[src/ks_defines.vh]
`ifndef KS_DEFINES_VH
`define KS_DEFINES_VH
// Register offsets on the host register port.
`define KS_OFS_CFG 8'h01
`define KS_OFS_STAT 8'h02
`define KS_OFS_LOCK 8'h03
`define KS_OFS_EVENT 8'h04
`define KS_OFS_COUNT 8'h05
`define KS_OFS_TIMERS 8'h0E
`define KS_OFS_UNLK1 8'h0F
`define KS_OFS_UNLK2 8'h10
`define KS_OFS_SELR 8'h1D
`define KS_OFS_SELC 8'h1E
`define KS_OFS_SELH 8'h1F
// Bit positions inside the configuration register.
`define KS_CFG_KEY_EVENT_IRQ_ENABLE 0
`define KS_CFG_LCK_IEN 2
`define KS_CFG_SPILL_IEN 3
`define KS_CFG_INT_CFG 4
`define KS_CFG_POLICY 5
// Bit positions inside the interrupt status register.
`define KS_ST_KEY 0
`define KS_ST_LOCK 2
`define KS_ST_SPILL 3
`define KS_ST_SALUTE 4
// Lock register: state bit and armed bit.
`define KS_LOCK_BIT 6
`define KS_ARMED_BIT 5
// Reset value of every host register.
`define KS_REG_RESET 8'h00
// Matrix geometry and queue depth.
`define KS_COLS 10
`define KS_KEYS 80
`define KS_QDEPTH 4'hA
`define KS_LAST_KEY 7'h4F
`define KS_LAST_COL 4'h9
// Key indices of the three-key salute (codes 1, 11 and 21).
`define KS_SALUTE_A 0
`define KS_SALUTE_B 10
`define KS_SALUTE_C 20
// Cycles a driven column settles before its rows are sampled.
`define KS_SETTLE 4'h4
// Clock rate and timing figures.
`define KS_CLK_MHZ 25
`define KS_GAP_US 50
`define KS_GAP_CYC (`KS_GAP_US * `KS_CLK_MHZ)
`define KS_SEC_CYC 25000000
`endif

[src/ks_scan.v]
`timescale 1ns/10ps
`default_nettype none
`include "ks_defines.vh"

// Functional notes
// Overflow flag only once an event is lost.
// Idle: rows pulled-up inputs, columns driven low.
// A low row starts the scan.
// Scan drives one column low at a time.
// Internal pull-ups enabled on matrix rows.
// Key code is ten times row plus column plus one.
// Codes 1, 11, 21 together set salute flag.
// Select registers assign pins to the matrix.
// Clear with pending events: release 50 us, reassert.
// Two registers hold the unlock key codes.
// Second unlock key within interval unlocks.
// Lock timer register holds interval and mask time.
// No ghost suppression; phantom keys are reported.
// Overflow interrupt needs policy and enable bits.
// Full queue: push out oldest or drop new.
// Status flags clear by writing one; here the key flag stays set while events are pending and the gap option is off.
// Each press and release queues one event.
// Key event sets flag when enabled.
module ks_scan #(
   parameter SEC_CYCLES = `KS_SEC_CYC
) (
   input wire CLK,
   input wire RST,
   input wire [7:0] ROW_IN,
   output reg [9:0] COL_OUT,
   output reg [9:0] COL_OE,
   output reg [7:0] ROW_PULLUP,
   input wire [7:0] ADDR,
   input wire [7:0] WDATA,
   input wire WR,
   input wire RD,
   output reg [7:0] RDATA,
   output reg INT_N
);
   // Scanner states.
   localparam [1:0] ST_IDLE = 2'h0;
   localparam [1:0] ST_SCAN = 2'h1;
   localparam [1:0] ST_CMP = 2'h2;
   // Full-width copies, cut on purpose to the counter widths below.
   localparam [31:0] SEC_FULL = SEC_CYCLES - 1;
   localparam [31:0] GAP_FULL = `KS_GAP_CYC;
   localparam [24:0] SEC_LAST = SEC_FULL[24:0];
   localparam [10:0] GAP_CYC = GAP_FULL[10:0];

   // Host registers.
   reg [7:0] cfg;
   reg [7:0] timers;
   reg [7:0] unlk1;
   reg [7:0] unlk2;
   reg [7:0] selr;
   reg [7:0] selc;
   reg [7:0] selh;
   reg [7:0] stat;
   reg locked;
   reg armed;
   reg [2:0] lock_sec;
   reg [24:0] sec_cnt;
   // Row synchroniser; only row_s2 feeds logic.
   reg [7:0] row_s1;
   reg [7:0] row_s2;
   // Scanner state.
   reg [1:0] state;
   reg [3:0] col_idx;
   reg [3:0] settle;
   reg [6:0] key_idx;
   reg [79:0] key_now;
   reg [79:0] key_old;
   reg salute_d;
   // Two-entry buffer between scanner and queue.
   reg [7:0] b0;
   reg [7:0] b1;
   reg [1:0] bcnt;
   // Event queue.
   reg [7:0] q [0:9];
   reg [3:0] head;
   reg [3:0] qcnt;
   // Interrupt release gap.
   reg [10:0] gap;

   // Decoded host accesses.
   wire wr_cfg = WR && (ADDR == `KS_OFS_CFG);
   wire wr_stat = WR && (ADDR == `KS_OFS_STAT);
   wire rd_event = RD && (ADDR == `KS_OFS_EVENT);
   wire [9:0] col_sel = {selh[1:0], selc};
   wire [7:0] rows_low = selr & ~row_s2;
   wire sample = (state == ST_SCAN) && (settle == `KS_SETTLE);
   wire diff = key_now[key_idx] != key_old[key_idx];
   wire [6:0] code = key_idx + 7'h01;
   wire in_valid = (state == ST_CMP) && diff;
   wire in_ready = (bcnt != 2'h2);
   wire push_b = in_valid && in_ready;
   wire step = (state == ST_CMP) && (!diff || in_ready);
   // The queue takes no word while the host pops it.
   wire out_ready = !rd_event;
   wire pop_b = (bcnt != 2'h0) && out_ready;
   wire ev_press = b0[7];
   wire [6:0] ev_code = b0[6:0];
   wire unlock_hit = pop_b && ev_press && locked && armed && (ev_code == unlk2[6:0]);
   wire arm_hit = pop_b && ev_press && locked && !unlock_hit && (ev_code == unlk1[6:0]);
   wire enq = pop_b && !locked;
   wire full_hit = enq && (qcnt == `KS_QDEPTH);
   wire sec_tick = (sec_cnt == SEC_LAST);
   wire [4:0] tsum = head + qcnt;
   wire [3:0] tail = (tsum >= 5'h0A) ? (tsum[3:0] - 4'hA) : tsum[3:0];
   wire [3:0] head_inc = (head == 4'h9) ? 4'h0 : (head + 4'h1);
   wire pop_q = rd_event && (qcnt != 4'h0);
   wire salute = key_old[`KS_SALUTE_A] & key_old[`KS_SALUTE_B] & key_old[`KS_SALUTE_C];
   wire pend_clr = wr_stat && WDATA[`KS_ST_KEY] && (qcnt != 4'h0);
   wire gap_start = pend_clr && cfg[`KS_CFG_INT_CFG];
   wire gap_done = (gap == 11'h001);
   reg [7:0] set;
   reg [7:0] clr;

   // Flag sets and clears; a set in the clear cycle wins.
   always @* begin
      set = 8'h00;
      clr = wr_stat ? WDATA : 8'h00;
      set[`KS_ST_KEY] = (enq && cfg[`KS_CFG_KEY_EVENT_IRQ_ENABLE]) || (gap_done && qcnt != 4'h0);
      if (pend_clr && !cfg[`KS_CFG_INT_CFG]) begin
         clr[`KS_ST_KEY] = 1'b0;
      end
      set[`KS_ST_LOCK] = arm_hit && cfg[`KS_CFG_LCK_IEN];
      set[`KS_ST_SPILL] = full_hit && cfg[`KS_CFG_POLICY] && cfg[`KS_CFG_SPILL_IEN];
      set[`KS_ST_SALUTE] = salute && !salute_d;
   end

   // Host register writes and status flags.
   always @(posedge CLK or posedge RST) begin
      if (RST) begin
         cfg <= `KS_REG_RESET;
         timers <= `KS_REG_RESET;
         unlk1 <= `KS_REG_RESET;
         unlk2 <= `KS_REG_RESET;
         selr <= `KS_REG_RESET;
         selc <= `KS_REG_RESET;
         selh <= `KS_REG_RESET;
         stat <= `KS_REG_RESET;
         salute_d <= 1'b0;
      end else begin
         salute_d <= salute;
         stat <= (stat & ~clr) | set;
         if (wr_cfg) begin
            cfg <= WDATA;
         end
         if (WR && ADDR == `KS_OFS_TIMERS) begin
            timers <= WDATA;
         end
         if (WR && ADDR == `KS_OFS_UNLK1) begin
            unlk1 <= WDATA;
         end
         if (WR && ADDR == `KS_OFS_UNLK2) begin
            unlk2 <= WDATA;
         end
         if (WR && ADDR == `KS_OFS_SELR) begin
            selr <= WDATA;
         end
         if (WR && ADDR == `KS_OFS_SELC) begin
            selc <= WDATA;
         end
         if (WR && ADDR == `KS_OFS_SELH) begin
            selh <= WDATA;
         end
      end
   end

   // Interrupt output, released while the gap counter runs.
   always @(posedge CLK or posedge RST) begin
      if (RST) begin
         gap <= 11'h000;
         INT_N <= 1'b1;
      end else begin
         if (gap_start) begin
            gap <= GAP_CYC;
         end else if (gap != 11'h000) begin
            gap <= gap - 11'h001;
         end
         INT_N <= (gap != 11'h000) || gap_start || (stat == 8'h00);
      end
   end

   // Keypad lock and the two-key unlock sequence.
   always @(posedge CLK or posedge RST) begin
      if (RST) begin
         locked <= 1'b0;
         armed <= 1'b0;
         lock_sec <= 3'h0;
         sec_cnt <= 25'h0000000;
      end else begin
         sec_cnt <= (arm_hit || sec_tick) ? 25'h0000000 : (sec_cnt + 25'h0000001);
         if (WR && ADDR == `KS_OFS_LOCK) begin
            locked <= WDATA[`KS_LOCK_BIT];
            armed <= 1'b0;
         end else if (unlock_hit) begin
            locked <= 1'b0;
            armed <= 1'b0;
         end else if (arm_hit) begin
            armed <= 1'b1;
            lock_sec <= timers[2:0];
         end else if (armed && sec_tick) begin
            lock_sec <= lock_sec - 3'h1;
            if (lock_sec <= 3'h1) begin
               armed <= 1'b0;
            end
         end
      end
   end

   // Row synchroniser and pin drive; unselected pins are left alone.
   always @(posedge CLK or posedge RST) begin
      if (RST) begin
         row_s1 <= 8'h00;
         row_s2 <= 8'h00;
         ROW_PULLUP <= 8'h00;
         COL_OUT <= 10'h000;
      end else begin
         row_s1 <= ROW_IN;
         row_s2 <= row_s1;
         ROW_PULLUP <= selr;
         COL_OUT <= 10'h000;
      end
   end

   // Scan sequencer: idle watch, column sweep, compare pass.
   always @(posedge CLK or posedge RST) begin
      if (RST) begin
         state <= ST_IDLE;
         col_idx <= 4'h0;
         settle <= 4'h0;
         key_idx <= 7'h00;
         COL_OE <= 10'h000;
      end else begin
         case (state)
            ST_IDLE: begin
               COL_OE <= col_sel;
               if (rows_low != 8'h00) begin
                  state <= ST_SCAN;
                  col_idx <= 4'h0;
                  settle <= 4'h0;
                  COL_OE <= col_sel & 10'h001;
               end
            end
            ST_SCAN: begin
               settle <= settle + 4'h1;
               if (sample) begin
                  settle <= 4'h0;
                  if (col_idx == `KS_LAST_COL) begin
                     state <= ST_CMP;
                     key_idx <= 7'h00;
                     COL_OE <= col_sel;
                  end else begin
                     col_idx <= col_idx + 4'h1;
                     COL_OE <= col_sel & (10'h002 << col_idx);
                  end
               end
            end
            ST_CMP: begin
               if (step) begin
                  key_idx <= key_idx + 7'h01;
                  if (key_idx == `KS_LAST_KEY) begin
                     // Keep sweeping while any key is down to catch releases.
                     if (key_now != 80'h0) begin
                        state <= ST_SCAN;
                        col_idx <= 4'h0;
                        COL_OE <= col_sel & 10'h001;
                     end else begin
                        state <= ST_IDLE;
                     end
                  end
               end
            end
            default: begin
               state <= ST_IDLE;
            end
         endcase
      end
   end

   // Per-key sampling; every selected low row on a selected driven column counts.
   genvar k;
   generate
      for (k = 0; k < `KS_KEYS; k = k + 1) begin : g_key
         always @(posedge CLK or posedge RST) begin
            if (RST) begin
               key_now[k] <= 1'b0;
               key_old[k] <= 1'b0;
            end else begin
               if (sample && col_idx == (k % `KS_COLS)) begin
                  key_now[k] <= rows_low[k / `KS_COLS] & col_sel[k % `KS_COLS];
               end
               if (push_b && key_idx == k) begin
                  key_old[k] <= key_now[k];
               end
            end
         end
      end
   endgenerate

   // Two-entry buffer; when full it stalls the compare pass.
   always @(posedge CLK or posedge RST) begin
      if (RST) begin
         b0 <= 8'h00;
         b1 <= 8'h00;
         bcnt <= 2'h0;
      end else begin
         case ({push_b, pop_b})
            2'b10: begin
               if (bcnt == 2'h0) begin
                  b0 <= {key_now[key_idx], code};
               end else begin
                  b1 <= {key_now[key_idx], code};
               end
               bcnt <= bcnt + 2'h1;
            end
            2'b01: begin
               b0 <= b1;
               bcnt <= bcnt - 2'h1;
            end
            2'b11: begin
               if (bcnt == 2'h1) begin
                  b0 <= {key_now[key_idx], code};
               end else begin
                  b0 <= b1;
                  b1 <= {key_now[key_idx], code};
               end
            end
            default: begin
               bcnt <= bcnt;
            end
         endcase
      end
   end

   // Event queue with the overflow policy.
   integer i;
   always @(posedge CLK or posedge RST) begin
      if (RST) begin
         head <= 4'h0;
         qcnt <= 4'h0;
         for (i = 0; i < 10; i = i + 1) begin
            q[i] <= 8'h00;
         end
      end else begin
         if (pop_q) begin
            head <= head_inc;
            qcnt <= qcnt - 4'h1;
         end else if (enq) begin
            if (qcnt != `KS_QDEPTH) begin
               q[tail] <= b0;
               qcnt <= qcnt + 4'h1;
            end else if (cfg[`KS_CFG_POLICY]) begin
               q[head] <= b0;
               head <= head_inc;
            end
         end
      end
   end

   // Registered read data; unmapped offsets read zero.
   always @(posedge CLK or posedge RST) begin
      if (RST) begin
         RDATA <= 8'h00;
      end else if (RD) begin
         case (ADDR)
            `KS_OFS_CFG: RDATA <= cfg;
            `KS_OFS_STAT: RDATA <= stat;
            `KS_OFS_LOCK: RDATA <= {1'b0, locked, armed, 5'h00};
            `KS_OFS_EVENT: RDATA <= (qcnt != 4'h0) ? q[head] : 8'h00;
            `KS_OFS_COUNT: RDATA <= {4'h0, qcnt};
            `KS_OFS_TIMERS: RDATA <= timers;
            `KS_OFS_UNLK1: RDATA <= unlk1;
            `KS_OFS_UNLK2: RDATA <= unlk2;
            `KS_OFS_SELR: RDATA <= selr;
            `KS_OFS_SELC: RDATA <= selc;
            `KS_OFS_SELH: RDATA <= selh;
            default: RDATA <= 8'h00;
         endcase
      end
   end
endmodule // ks_scan
`default_nettype wire

[config.mk]
export PLATFORM = sky130hd
export DESIGN_NAME = ks_scan
export DESIGN_NICKNAME = d
export VERILOG_FILES = /design/src/ks_scan.v
export VERILOG_INCLUDE_DIRS = /design/src
export SDC_FILE = /design/constraint.sdc
export NUM_CORES = 1
export LEC_CHECK = 0
export ABC_AREA = 1
export BUFFER_PORTS_ARGS = -buffer_cell sky130_fd_sc_hd__clkbuf_2
export CORE_MARGIN = 2
export CORE_UTILIZATION = 57
export DETAILED_ROUTE_END_ITERATION = 6
export PLACE_DENSITY = 0.77
export REMOVE_ABC_BUFFERS = 1
export SYNTH_ARGS = -nofsm -noshare
export SYNTH_HDL_FRONTEND = slang
export SYNTH_SLANG_ARGS = --single-unit
export TNS_END_PERCENT = 30
[constraint.sdc]
create_clock -name CLK -period 14.6 [get_ports CLK]
set_input_delay 2.19 -clock CLK [delete_from_list [all_inputs] [get_ports CLK]]
set_output_delay 2.19 -clock CLK [all_outputs]
set_load 0.05 [all_outputs]
==> impl_metrics.xml, run 1 <==
<?xml version="1.0" encoding="UTF-8"?>
<metrics>
  <group name="floorplan">
    <metric name="core_area" unit="µm²">38600</metric>
    <metric name="die_width" unit="µm">202</metric>
    <metric name="die_area" unit="µm²">40700</metric>
    <metric name="top_level_ports" unit="">65</metric>
    <metric name="rows" unit="">72</metric>
    <metric name="floorplan.initialDensity" unit="">0.577</metric>
    <metric name="fp.dieH" unit="µm">202</metric>
  </group>
  <group name="setup_path">
    <metric name="cp-end-kind" unit="">flip-flop</metric>
    <metric name="worst_ep_arrival_time" unit="ps">5650</metric>
    <metric name="crit_path_start_kind" unit="">flip-flop</metric>
    <metric name="critPathKind" unit="">reg -&gt; reg</metric>
    <metric name="critical_path_peak_fanout" unit="">64</metric>
    <metric name="cp.required" unit="ps">15120</metric>
  </group>
  <group name="synthesis">
    <metric name="syn-mean-instance-area" unit="µm²">7.72</metric>
    <metric name="async_set_or_reset_register_ratio_after_synthesis" unit="">1.00</metric>
    <metric name="ys_types" unit="">53</metric>
    <metric name="synth_area" unit="µm²">22300</metric>
    <metric name="synthesis.instances" unit="">2892</metric>
    <metric name="postSynthRegisterBits" unit="">432</metric>
    <metric name="synth-seq-area-share" unit="">0.485</metric>
    <metric name="synth_top_area_cell" unit="">dfrtp_1</metric>
    <metric name="synth-main-ff-cell" unit="">dfrtp_1</metric>
    <metric name="ys_top_cells_by_area" unit="">dfrtp_1 (48%), nand2_1 (14%), o21ai_0 (7.3%)</metric>
    <metric name="synth_enable_flop_cells" unit="">0</metric>
    <metric name="ys_top_cells_by_count" unit="">nand2_1 (830), dfrtp_1 (431), o21ai_0 (325), nand3_1 (293), inv_1 (270)</metric>
    <metric name="synth_top_area_frac" unit="">0.483</metric>
    <metric name="synth-warning-count" unit="">0</metric>
    <metric name="post-synth-top-count-cell" unit="">nand2_1</metric>
  </group>
  <group name="final_layout">
    <metric name="cell_area_after_layout" unit="µm²">24400</metric>
    <metric name="number_of_fill_cells" unit="">3310</metric>
    <metric name="flow.area_growth_from_synthesis" unit="%">9.19</metric>
    <metric name="fin_nets" unit="">2950</metric>
    <metric name="post_route_cells_drive_above_1_share" unit="">0.0653</metric>
    <metric name="non_filler_instances" unit="">3441</metric>
    <metric name="fin_util" unit="">0.630</metric>
    <metric name="antenna_cells_inserted" unit="">0</metric>
  </group>
  <group name="timing">
    <metric name="whs" unit="ps">347</metric>
    <metric name="final_min_period_over_clock_period" unit="">0.351</metric>
    <metric name="slew_violations" unit="">0</metric>
    <metric name="tightestPinTransition" unit="ps">1370</metric>
    <metric name="finalSetupViolCount" unit="">0</metric>
    <metric name="setup_ws" unit="ps">9470</metric>
    <metric name="final.setup_skew" unit="ps">29.5</metric>
    <metric name="rsz0062_at_grt" unit="">false</metric>
    <metric name="timing.final.hold_violations" unit="">0</metric>
    <metric name="slew_headroom" unit="">0.0829</metric>
    <metric name="fmaxAchievable" unit="MHz">195</metric>
    <metric name="post_route_setup_tns" unit="ps">0</metric>
    <metric name="finalWorstPathRequiredPeriod" unit="ps">5130</metric>
  </group>
  <group name="clock_network">
    <metric name="postCtsSetupRepairBufs" unit="">0</metric>
    <metric name="clockBufferDepth" unit="">3</metric>
    <metric name="tritoncts.num_buffers" unit="">46</metric>
    <metric name="holdBufCountCts" unit="">0</metric>
    <metric name="cts-htree-levels" unit="">2</metric>
    <metric name="cts-root-buf" unit="">clkbuf_16</metric>
    <metric name="tritoncts" unit="">done</metric>
    <metric name="clk_pin_slew_worst_paths" unit="ps">70</metric>
    <metric name="post_cts_resized" unit="">0</metric>
    <metric name="clock_sinks" unit="">432</metric>
    <metric name="clk-insertion-delay-late" unit="ps">590</metric>
  </group>
  <group name="detailed_routing">
    <metric name="detailedRoute.firstPassIterationCount" unit="">6</metric>
    <metric name="remaining_number_of_nets_flagged_by_the_antenna_check_after_routing" unit="">0</metric>
    <metric name="count_of_vias_placed_by_the_detailed_router" unit="">20700</metric>
    <metric name="routed_via_density" unit="">6.03</metric>
    <metric name="first_iter_violations" unit="">2691</metric>
    <metric name="route.detailed.drc" unit="">0</metric>
    <metric name="routed_wl" unit="mm">67.9</metric>
    <metric name="drt-wirelength-per-cell" unit="µm">19.7</metric>
  </group>
  <group name="grt">
    <metric name="grt_antenna_before_repair" unit="">0</metric>
    <metric name="gr_ovfl_total" unit="">0</metric>
    <metric name="grt_pass1_vias" unit="">19500</metric>
    <metric name="groute.usage.overall" unit="">0.337</metric>
    <metric name="grt_first_pass_wirelength" unit="mm">108</metric>
    <metric name="grt_start_max_net_pins" unit="">137</metric>
  </group>
  <group name="placed_design">
    <metric name="gp_congestion" unit="">0.958</metric>
    <metric name="numPlacedInstances" unit="">3356</metric>
    <metric name="placement.setup.worst_slack" unit="ps">9550</metric>
    <metric name="dp.final_hpwl" unit="mm">45.2</metric>
    <metric name="placement.cell_area" unit="µm²">22800</metric>
    <metric name="place.port_buffers" unit="">54</metric>
  </group>
  <group name="power_and_ir_drop">
    <metric name="power_leakage" unit="nW">11.6</metric>
    <metric name="power_density" unit="nW/µm²">149</metric>
    <metric name="fin_total_pwr" unit="mW">3.62</metric>
    <metric name="vdd.ir_drop.worst" unit="µV">168</metric>
  </group>
  <group name="worst_hold_path">
    <metric name="timing.hold.worst.class" unit="">reg -&gt; reg</metric>
  </group>
  <group name="outcome">
    <metric name="status" unit="">finished, final reports clean</metric>
  </group>
  <group name="run">
    <metric name="max_cap_viol" unit="">0</metric>
  </group>
</metrics>
## worst max-delay path, stage by stage, from the launching register on
cell and delay (ps):
dfrtp_2 730, buf_4 670, ha_1 850, nand2_1 670, o21ai_0 550, nand2_1 100, nor2_1 200, nand3_1 540
nor2_1 500, nand2_1 90, nand2_1 70
## path summary, 6_finish.rpt
check / depth (start not counted) / start / end / slack (ps)
setup / recovery: 10 / key_idx[0]$_DFFE_PP0P_ / col_idx[2]$_DFFE_PP0P_ / 9470
hold / removal: 0 / row_s1[6]$_DFF_PP0_ / row_s2[6]$_DFF_PP0_ / 350
setup reg to reg: 10 / key_idx[0]$_DFFE_PP0P_ / col_idx[2]$_DFFE_PP0P_ / 9470
hold reg to reg: 0 / row_s1[6]$_DFF_PP0_ / row_s2[6]$_DFF_PP0_ / 350
max in group asynchronous: 4 / RST / sec_cnt[19]$_DFF_PP0_ / 10310
min in group asynchronous: 2 / RST / ROW_PULLUP[2]$_DFF_PP0_ / 1800
## cell families (layout without fill, tap and decap cells)
group           count (synthesis)  in the layout  synth area share
flops                         432            432             0.485
other cells                     1             10          0.000168
mux                             1              1          0.000449
buf+inv                       422            444            0.0773
simple gates                 1460           1460             0.275
fa+ha+maj                      36             36            0.0209
compound gates                506            506             0.129
xor+xnor                       34             34            0.0133
## layer usage
layer  up-vias  wire length [µm]  global-route usage
met4         0              3720               0.169
met1      9740             27100               0.476
met3       274              7730              0.0606
li1       9479                 -                   -
met2      1252             29300               0.503
met5         -                 0                   0
## report_power, final
group	total (mW)	internal, mW	switching [mW]
logic	1.01	0.274	0.737
registers	1.40	1.30	0.106
clock network	1.21	0.716	0.494
## sequential cells by signal, indices dropped and copies added, names as in the netlist, 10 cells and up
signal,count
COL_OE,10
gap,11
key_now,80
key_old,80
q,80
sec_cnt,25
## layout by cell type (no fill, tap or decap), drive strengths merged, types with 9 or more instances in the layout
cell    Yosys  routed
xor2       23      23
o22ai      13      13
a21oi      37      37
a221oi      9       9
nand4      34      34
a22oi      16      16
o21ai     351     351
conb        1      10
nor3       29      29
nor4       28      28
buf        53      24
ha         34      34
nor2      231     231
inv       273     275
a32o       15      15
nand3     294     294
nand2     831     831
clkinv      8      24
a31oi      20      20
xnor2      11      11
o211ai      9       9
dfrtp     431     431
clkbuf     88     116
o31ai      14      14
## area by class of cell
class                           count  area (µm²)  area share
Sequential cell                   432       10800       0.444
Multi-Input combinational cell   2047        9820       0.403
Clock buffer                       62        1340      0.0551
Inverter                          281        1060      0.0437
Tap cell                          518         648      0.0266
Timing Repair Buffer               78         450      0.0185
Clock inverter                     23         225     0.00924
Power figures use the tool's default switching activity.
==> run 2: changes to the inputs <==
--- a/config.mk
+++ b/config.mk
@@ -6,12 +6,12 @@
 export SDC_FILE = /design/constraint.sdc
 export NUM_CORES = 1
 export LEC_CHECK = 0
-export ABC_AREA = 1
+export ABC_AREA = 0
 export BUFFER_PORTS_ARGS = -buffer_cell sky130_fd_sc_hd__clkbuf_2
 export CORE_MARGIN = 2
-export CORE_UTILIZATION = 57
+export CORE_UTILIZATION = 63
 export DETAILED_ROUTE_END_ITERATION = 6
-export PLACE_DENSITY = 0.77
+export PLACE_DENSITY = 0.81
 export REMOVE_ABC_BUFFERS = 1
 export SYNTH_ARGS = -nofsm -noshare
 export SYNTH_HDL_FRONTEND = slang
==> constraint.sdc (replaced) <==
create_clock -name CLK -period 4.81 [get_ports CLK]
set_input_delay 0.7215 -clock CLK [delete_from_list [all_inputs] [get_ports CLK]]
set_output_delay 0.7215 -clock CLK [all_outputs]
set_load 0.05 [all_outputs]
==> impl_metrics.xml, run 2 <==
<?xml version="1.0" encoding="UTF-8"?>
<metrics>
  <group name="floorplan">
    <metric name="fp.dieH" unit="µm">190</metric>
    <metric name="rows" unit="">68</metric>
    <metric name="top_level_ports" unit="">65</metric>
    <metric name="die_area" unit="µm²">36000</metric>
    <metric name="floorplan.initialDensity" unit="">0.634</metric>
    <metric name="die_width" unit="µm">190</metric>
    <metric name="core_area" unit="µm²">34300</metric>
  </group>
  <group name="setup_path">
    <metric name="critPathSlowestCell" unit="">dfrtp_1</metric>
    <metric name="worst-r2r-setup-slack" unit="ps">730</metric>
    <metric name="timing.critical_path.cells" unit="">buf_4 -&gt; mux4_2 -&gt; nor2b_1 -&gt; a211oi_1 -&gt; a311oi_1 -&gt; a211oi_4 -&gt; xnor2_4 -&gt; nand2_1 -&gt; inv_1 -&gt; ha_1 -&gt; a21oi_1 -&gt; nor2_1 -&gt; nand2_1 -&gt; o21ai_0 -&gt; mux2_2</metric>
    <metric name="critical_path_peak_fanout" unit="">17</metric>
    <metric name="critPathMostFrequentCell" unit="">nand2_1</metric>
    <metric name="cp.required" unit="ps">5310</metric>
    <metric name="worst_ep_arrival_time" unit="ps">4580</metric>
    <metric name="crit_path_start_kind" unit="">flip-flop</metric>
    <metric name="cp-end-kind" unit="">flip-flop</metric>
    <metric name="critPathKind" unit="">reg -&gt; reg</metric>
    <metric name="timing.critical_path.slowest_cell_delay" unit="ps">750</metric>
    <metric name="buffers_inverters_on_critical_path" unit="">2</metric>
    <metric name="path_delay_family" unit="">compound AO/OA/AOI/OAI gates</metric>
  </group>
  <group name="clock_network">
    <metric name="cts-htree-levels" unit="">2</metric>
    <metric name="clk-insertion-delay-late" unit="ps">590</metric>
    <metric name="post_cts_resized" unit="">0</metric>
    <metric name="cts-root-buf" unit="">clkbuf_16</metric>
    <metric name="clockBufferDepth" unit="">3</metric>
    <metric name="tritoncts.num_buffers" unit="">45</metric>
    <metric name="postCtsSetupRepairBufs" unit="">0</metric>
    <metric name="tritoncts" unit="">done</metric>
    <metric name="clock_sinks" unit="">432</metric>
    <metric name="clk_pin_slew_worst_paths" unit="ps">60</metric>
    <metric name="holdBufCountCts" unit="">0</metric>
  </group>
  <group name="timing">
    <metric name="slew_violations" unit="">0</metric>
    <metric name="slew_headroom" unit="">0.268</metric>
    <metric name="rsz0062_at_grt" unit="">false</metric>
    <metric name="finalSetupViolCount" unit="">0</metric>
    <metric name="finalWorstPathRequiredPeriod" unit="ps">4080</metric>
    <metric name="timing.final.hold_violations" unit="">0</metric>
    <metric name="final.setup_skew" unit="ps">29.5</metric>
    <metric name="post_route_setup_tns" unit="ps">0</metric>
    <metric name="tightestPinTransition" unit="ps">1100</metric>
    <metric name="fmaxAchievable" unit="MHz">245</metric>
    <metric name="final_min_period_over_clock_period" unit="">0.848</metric>
  </group>
  <group name="placed_design">
    <metric name="place.port_buffers" unit="">54</metric>
    <metric name="numPlacedInstances" unit="">2423</metric>
    <metric name="dp.final_hpwl" unit="mm">39.8</metric>
    <metric name="placement.cell_area" unit="µm²">22400</metric>
    <metric name="gp_congestion" unit="">0.976</metric>
  </group>
  <group name="power_and_ir_drop">
    <metric name="power_leakage" unit="nW">10.8</metric>
    <metric name="power_density" unit="nW/µm²">507</metric>
    <metric name="vdd.ir_drop.worst" unit="µV">398</metric>
  </group>
  <group name="final_layout">
    <metric name="most-common-layout-cells" unit="">dfrtp_1 (430), nand2_1 (270), mux2_2 (237), nand3_1 (133), nor2_1 (125)</metric>
    <metric name="post_route_cells_drive_above_1_share" unit="">0.227</metric>
    <metric name="cell_area_after_layout" unit="µm²">23900</metric>
    <metric name="fin_util" unit="">0.698</metric>
    <metric name="flow.area_growth_from_synthesis" unit="%">10.0</metric>
    <metric name="reg_top3" unit="">key_now x80, key_old x80, q x80</metric>
    <metric name="non_filler_instances" unit="">2506</metric>
    <metric name="layout.cells.most_common" unit="">dfrtp_1</metric>
    <metric name="antenna_cells_inserted" unit="">0</metric>
    <metric name="fin_nets" unit="">2079</metric>
  </group>
  <group name="outcome">
    <metric name="status" unit="">finished, violations left</metric>
    <metric name="violations_in_the_final_reports" unit="">DRC</metric>
  </group>
  <group name="synthesis">
    <metric name="synth_top_area_cell" unit="">dfrtp_1</metric>
    <metric name="postSynthRegisterBits" unit="">432</metric>
    <metric name="ys_types" unit="">73</metric>
    <metric name="ys_top_cells_by_area" unit="">dfrtp_1 (50%), mux2_2 (12%), mux4_2 (5.0%)</metric>
    <metric name="post-synth-top-count-cell" unit="">dfrtp_1</metric>
    <metric name="synth_enable_flop_cells" unit="">0</metric>
    <metric name="synth-seq-area-share" unit="">0.497</metric>
    <metric name="synth_top_area_frac" unit="">0.496</metric>
    <metric name="ys_top_cells_by_count" unit="">dfrtp_1 (431), nand2_1 (270), mux2_2 (237), nand3_1 (133), nor2_1 (125)</metric>
    <metric name="synth-warning-count" unit="">0</metric>
    <metric name="async_set_or_reset_register_ratio_after_synthesis" unit="">1.00</metric>
    <metric name="synth-main-ff-cell" unit="">dfrtp_1</metric>
    <metric name="synth_area" unit="µm²">21700</metric>
    <metric name="synthesis.instances" unit="">1993</metric>
    <metric name="syn-mean-instance-area" unit="µm²">10.9</metric>
  </group>
  <group name="run">
    <metric name="max_cap_viol" unit="">0</metric>
  </group>
  <group name="grt">
    <metric name="grt_antenna_before_repair" unit="">0</metric>
    <metric name="grt_first_pass_wirelength" unit="mm">92.7</metric>
    <metric name="gr_ovfl_total" unit="">0</metric>
    <metric name="groute.usage.overall" unit="">0.333</metric>
    <metric name="grt_pass1_vias" unit="">16800</metric>
    <metric name="grt_start_max_net_pins" unit="">116</metric>
  </group>
  <group name="detailed_routing">
    <metric name="route.detailed.drc" unit="">12</metric>
    <metric name="drt-wirelength-per-cell" unit="µm">23.3</metric>
    <metric name="remaining_number_of_nets_flagged_by_the_antenna_check_after_routing" unit="">0</metric>
    <metric name="first_iter_violations" unit="">1977</metric>
    <metric name="detailedRoute.firstPassIterationCount" unit="">7</metric>
    <metric name="routed_wl" unit="mm">58.5</metric>
    <metric name="count_of_vias_placed_by_the_detailed_router" unit="">16700</metric>
    <metric name="routed_via_density" unit="">6.66</metric>
  </group>
  <group name="worst_hold_path">
    <metric name="timing.hold.worst.class" unit="">in -&gt; reg</metric>
  </group>
</metrics>
-- run 2: cell count changes after synthesis, sizes merged, moves of 20 or more --
cell	previous run	this run
mux2i	1	53
inv	273	39
nor2b	0	20
mux2	0	240
mux4	0	48
xnor2	11	33
o21ai	351	114
nor2	231	125
nand3	294	134
nand2	831	270
-- run 2: logic make-up after synthesis --
group | after synthesis | synth area share
AO/OA/AOI/OAI | 279 | 0.0821
XOR/XNOR | 58 | 0.0242
adder cells (fa/ha/maj) | 36 | 0.0214
buffers and inverters | 160 | 0.0323
flip-flops | 432 | 0.497
multiplexers | 341 | 0.198
other | 1 | 0.000172
AND/OR/NAND/NOR | 686 | 0.144
-- run 2: final cells by class --
cell class	count	area, µm²
flip-flops and latches	432	10800
fillers	2335	10400
multi-input cells	1410	10300
clock buffers	66	1350
well taps	455	569
repair buffers	87	556
clock inverters	17	210
inverters	39	154
-- run 2: worst register-to-register path, delay by kind of cell, from the launching register on --
kind	cells	cell delay, ps
compound gates	5	910
simple gates	4	770
flops	1	750
mux	2	710
buf+inv	2	480
fa+ha+maj	1	220
xor+xnor	1	170
-- run 2: worst paths after layout --
check                                       startpoint                      to  cells after the start
worst max-delay path            key_idx[0]$_DFFE_PP0P_       b0[6]$_DFFE_PP0P_                     15
worst min-delay path                         ROW_IN[7]     row_s1[7]$_DFF_PP0_                      1
worst max register to register  key_idx[0]$_DFFE_PP0P_       b0[6]$_DFFE_PP0P_                     15
worst min register to register     row_s1[0]$_DFF_PP0_     row_s2[0]$_DFF_PP0_                      0
max in group asynchronous                          RST  key_idx[6]$_DFFE_PP0P_                      3
min in group asynchronous                          RST     row_s1[5]$_DFF_PP0_                      2
-- run 2: stage by stage --
stage | worst slack [ps] | total power, mW | hold slack (ps)
6_report | 731 | 12.1 | 239
4_1_cts | 811 | 12.1 | 226
3_5_place_dp | 861 | 8.43 | 335
5_1_grt | 440 | 12.6 | 229
3_3_place_gp | 991 | 8.27 | 334
2_1_floorplan | -7940 | 7.29 | 331
-- run 2: layer usage --
layer  GRT usage  up-vias  share of wire
met2       0.508      982           0.46
met5           0        -              0
met1       0.451     8277           0.39
met4       0.164        0          0.050
met3      0.0825      248           0.11
li1            -     7181              -
-- run 2: power by group --
part | switching [mW] | internal (mW)
logic | 2.26 | 1.59
clock network | 1.49 | 2.17
registers | 0.532 | 4.09
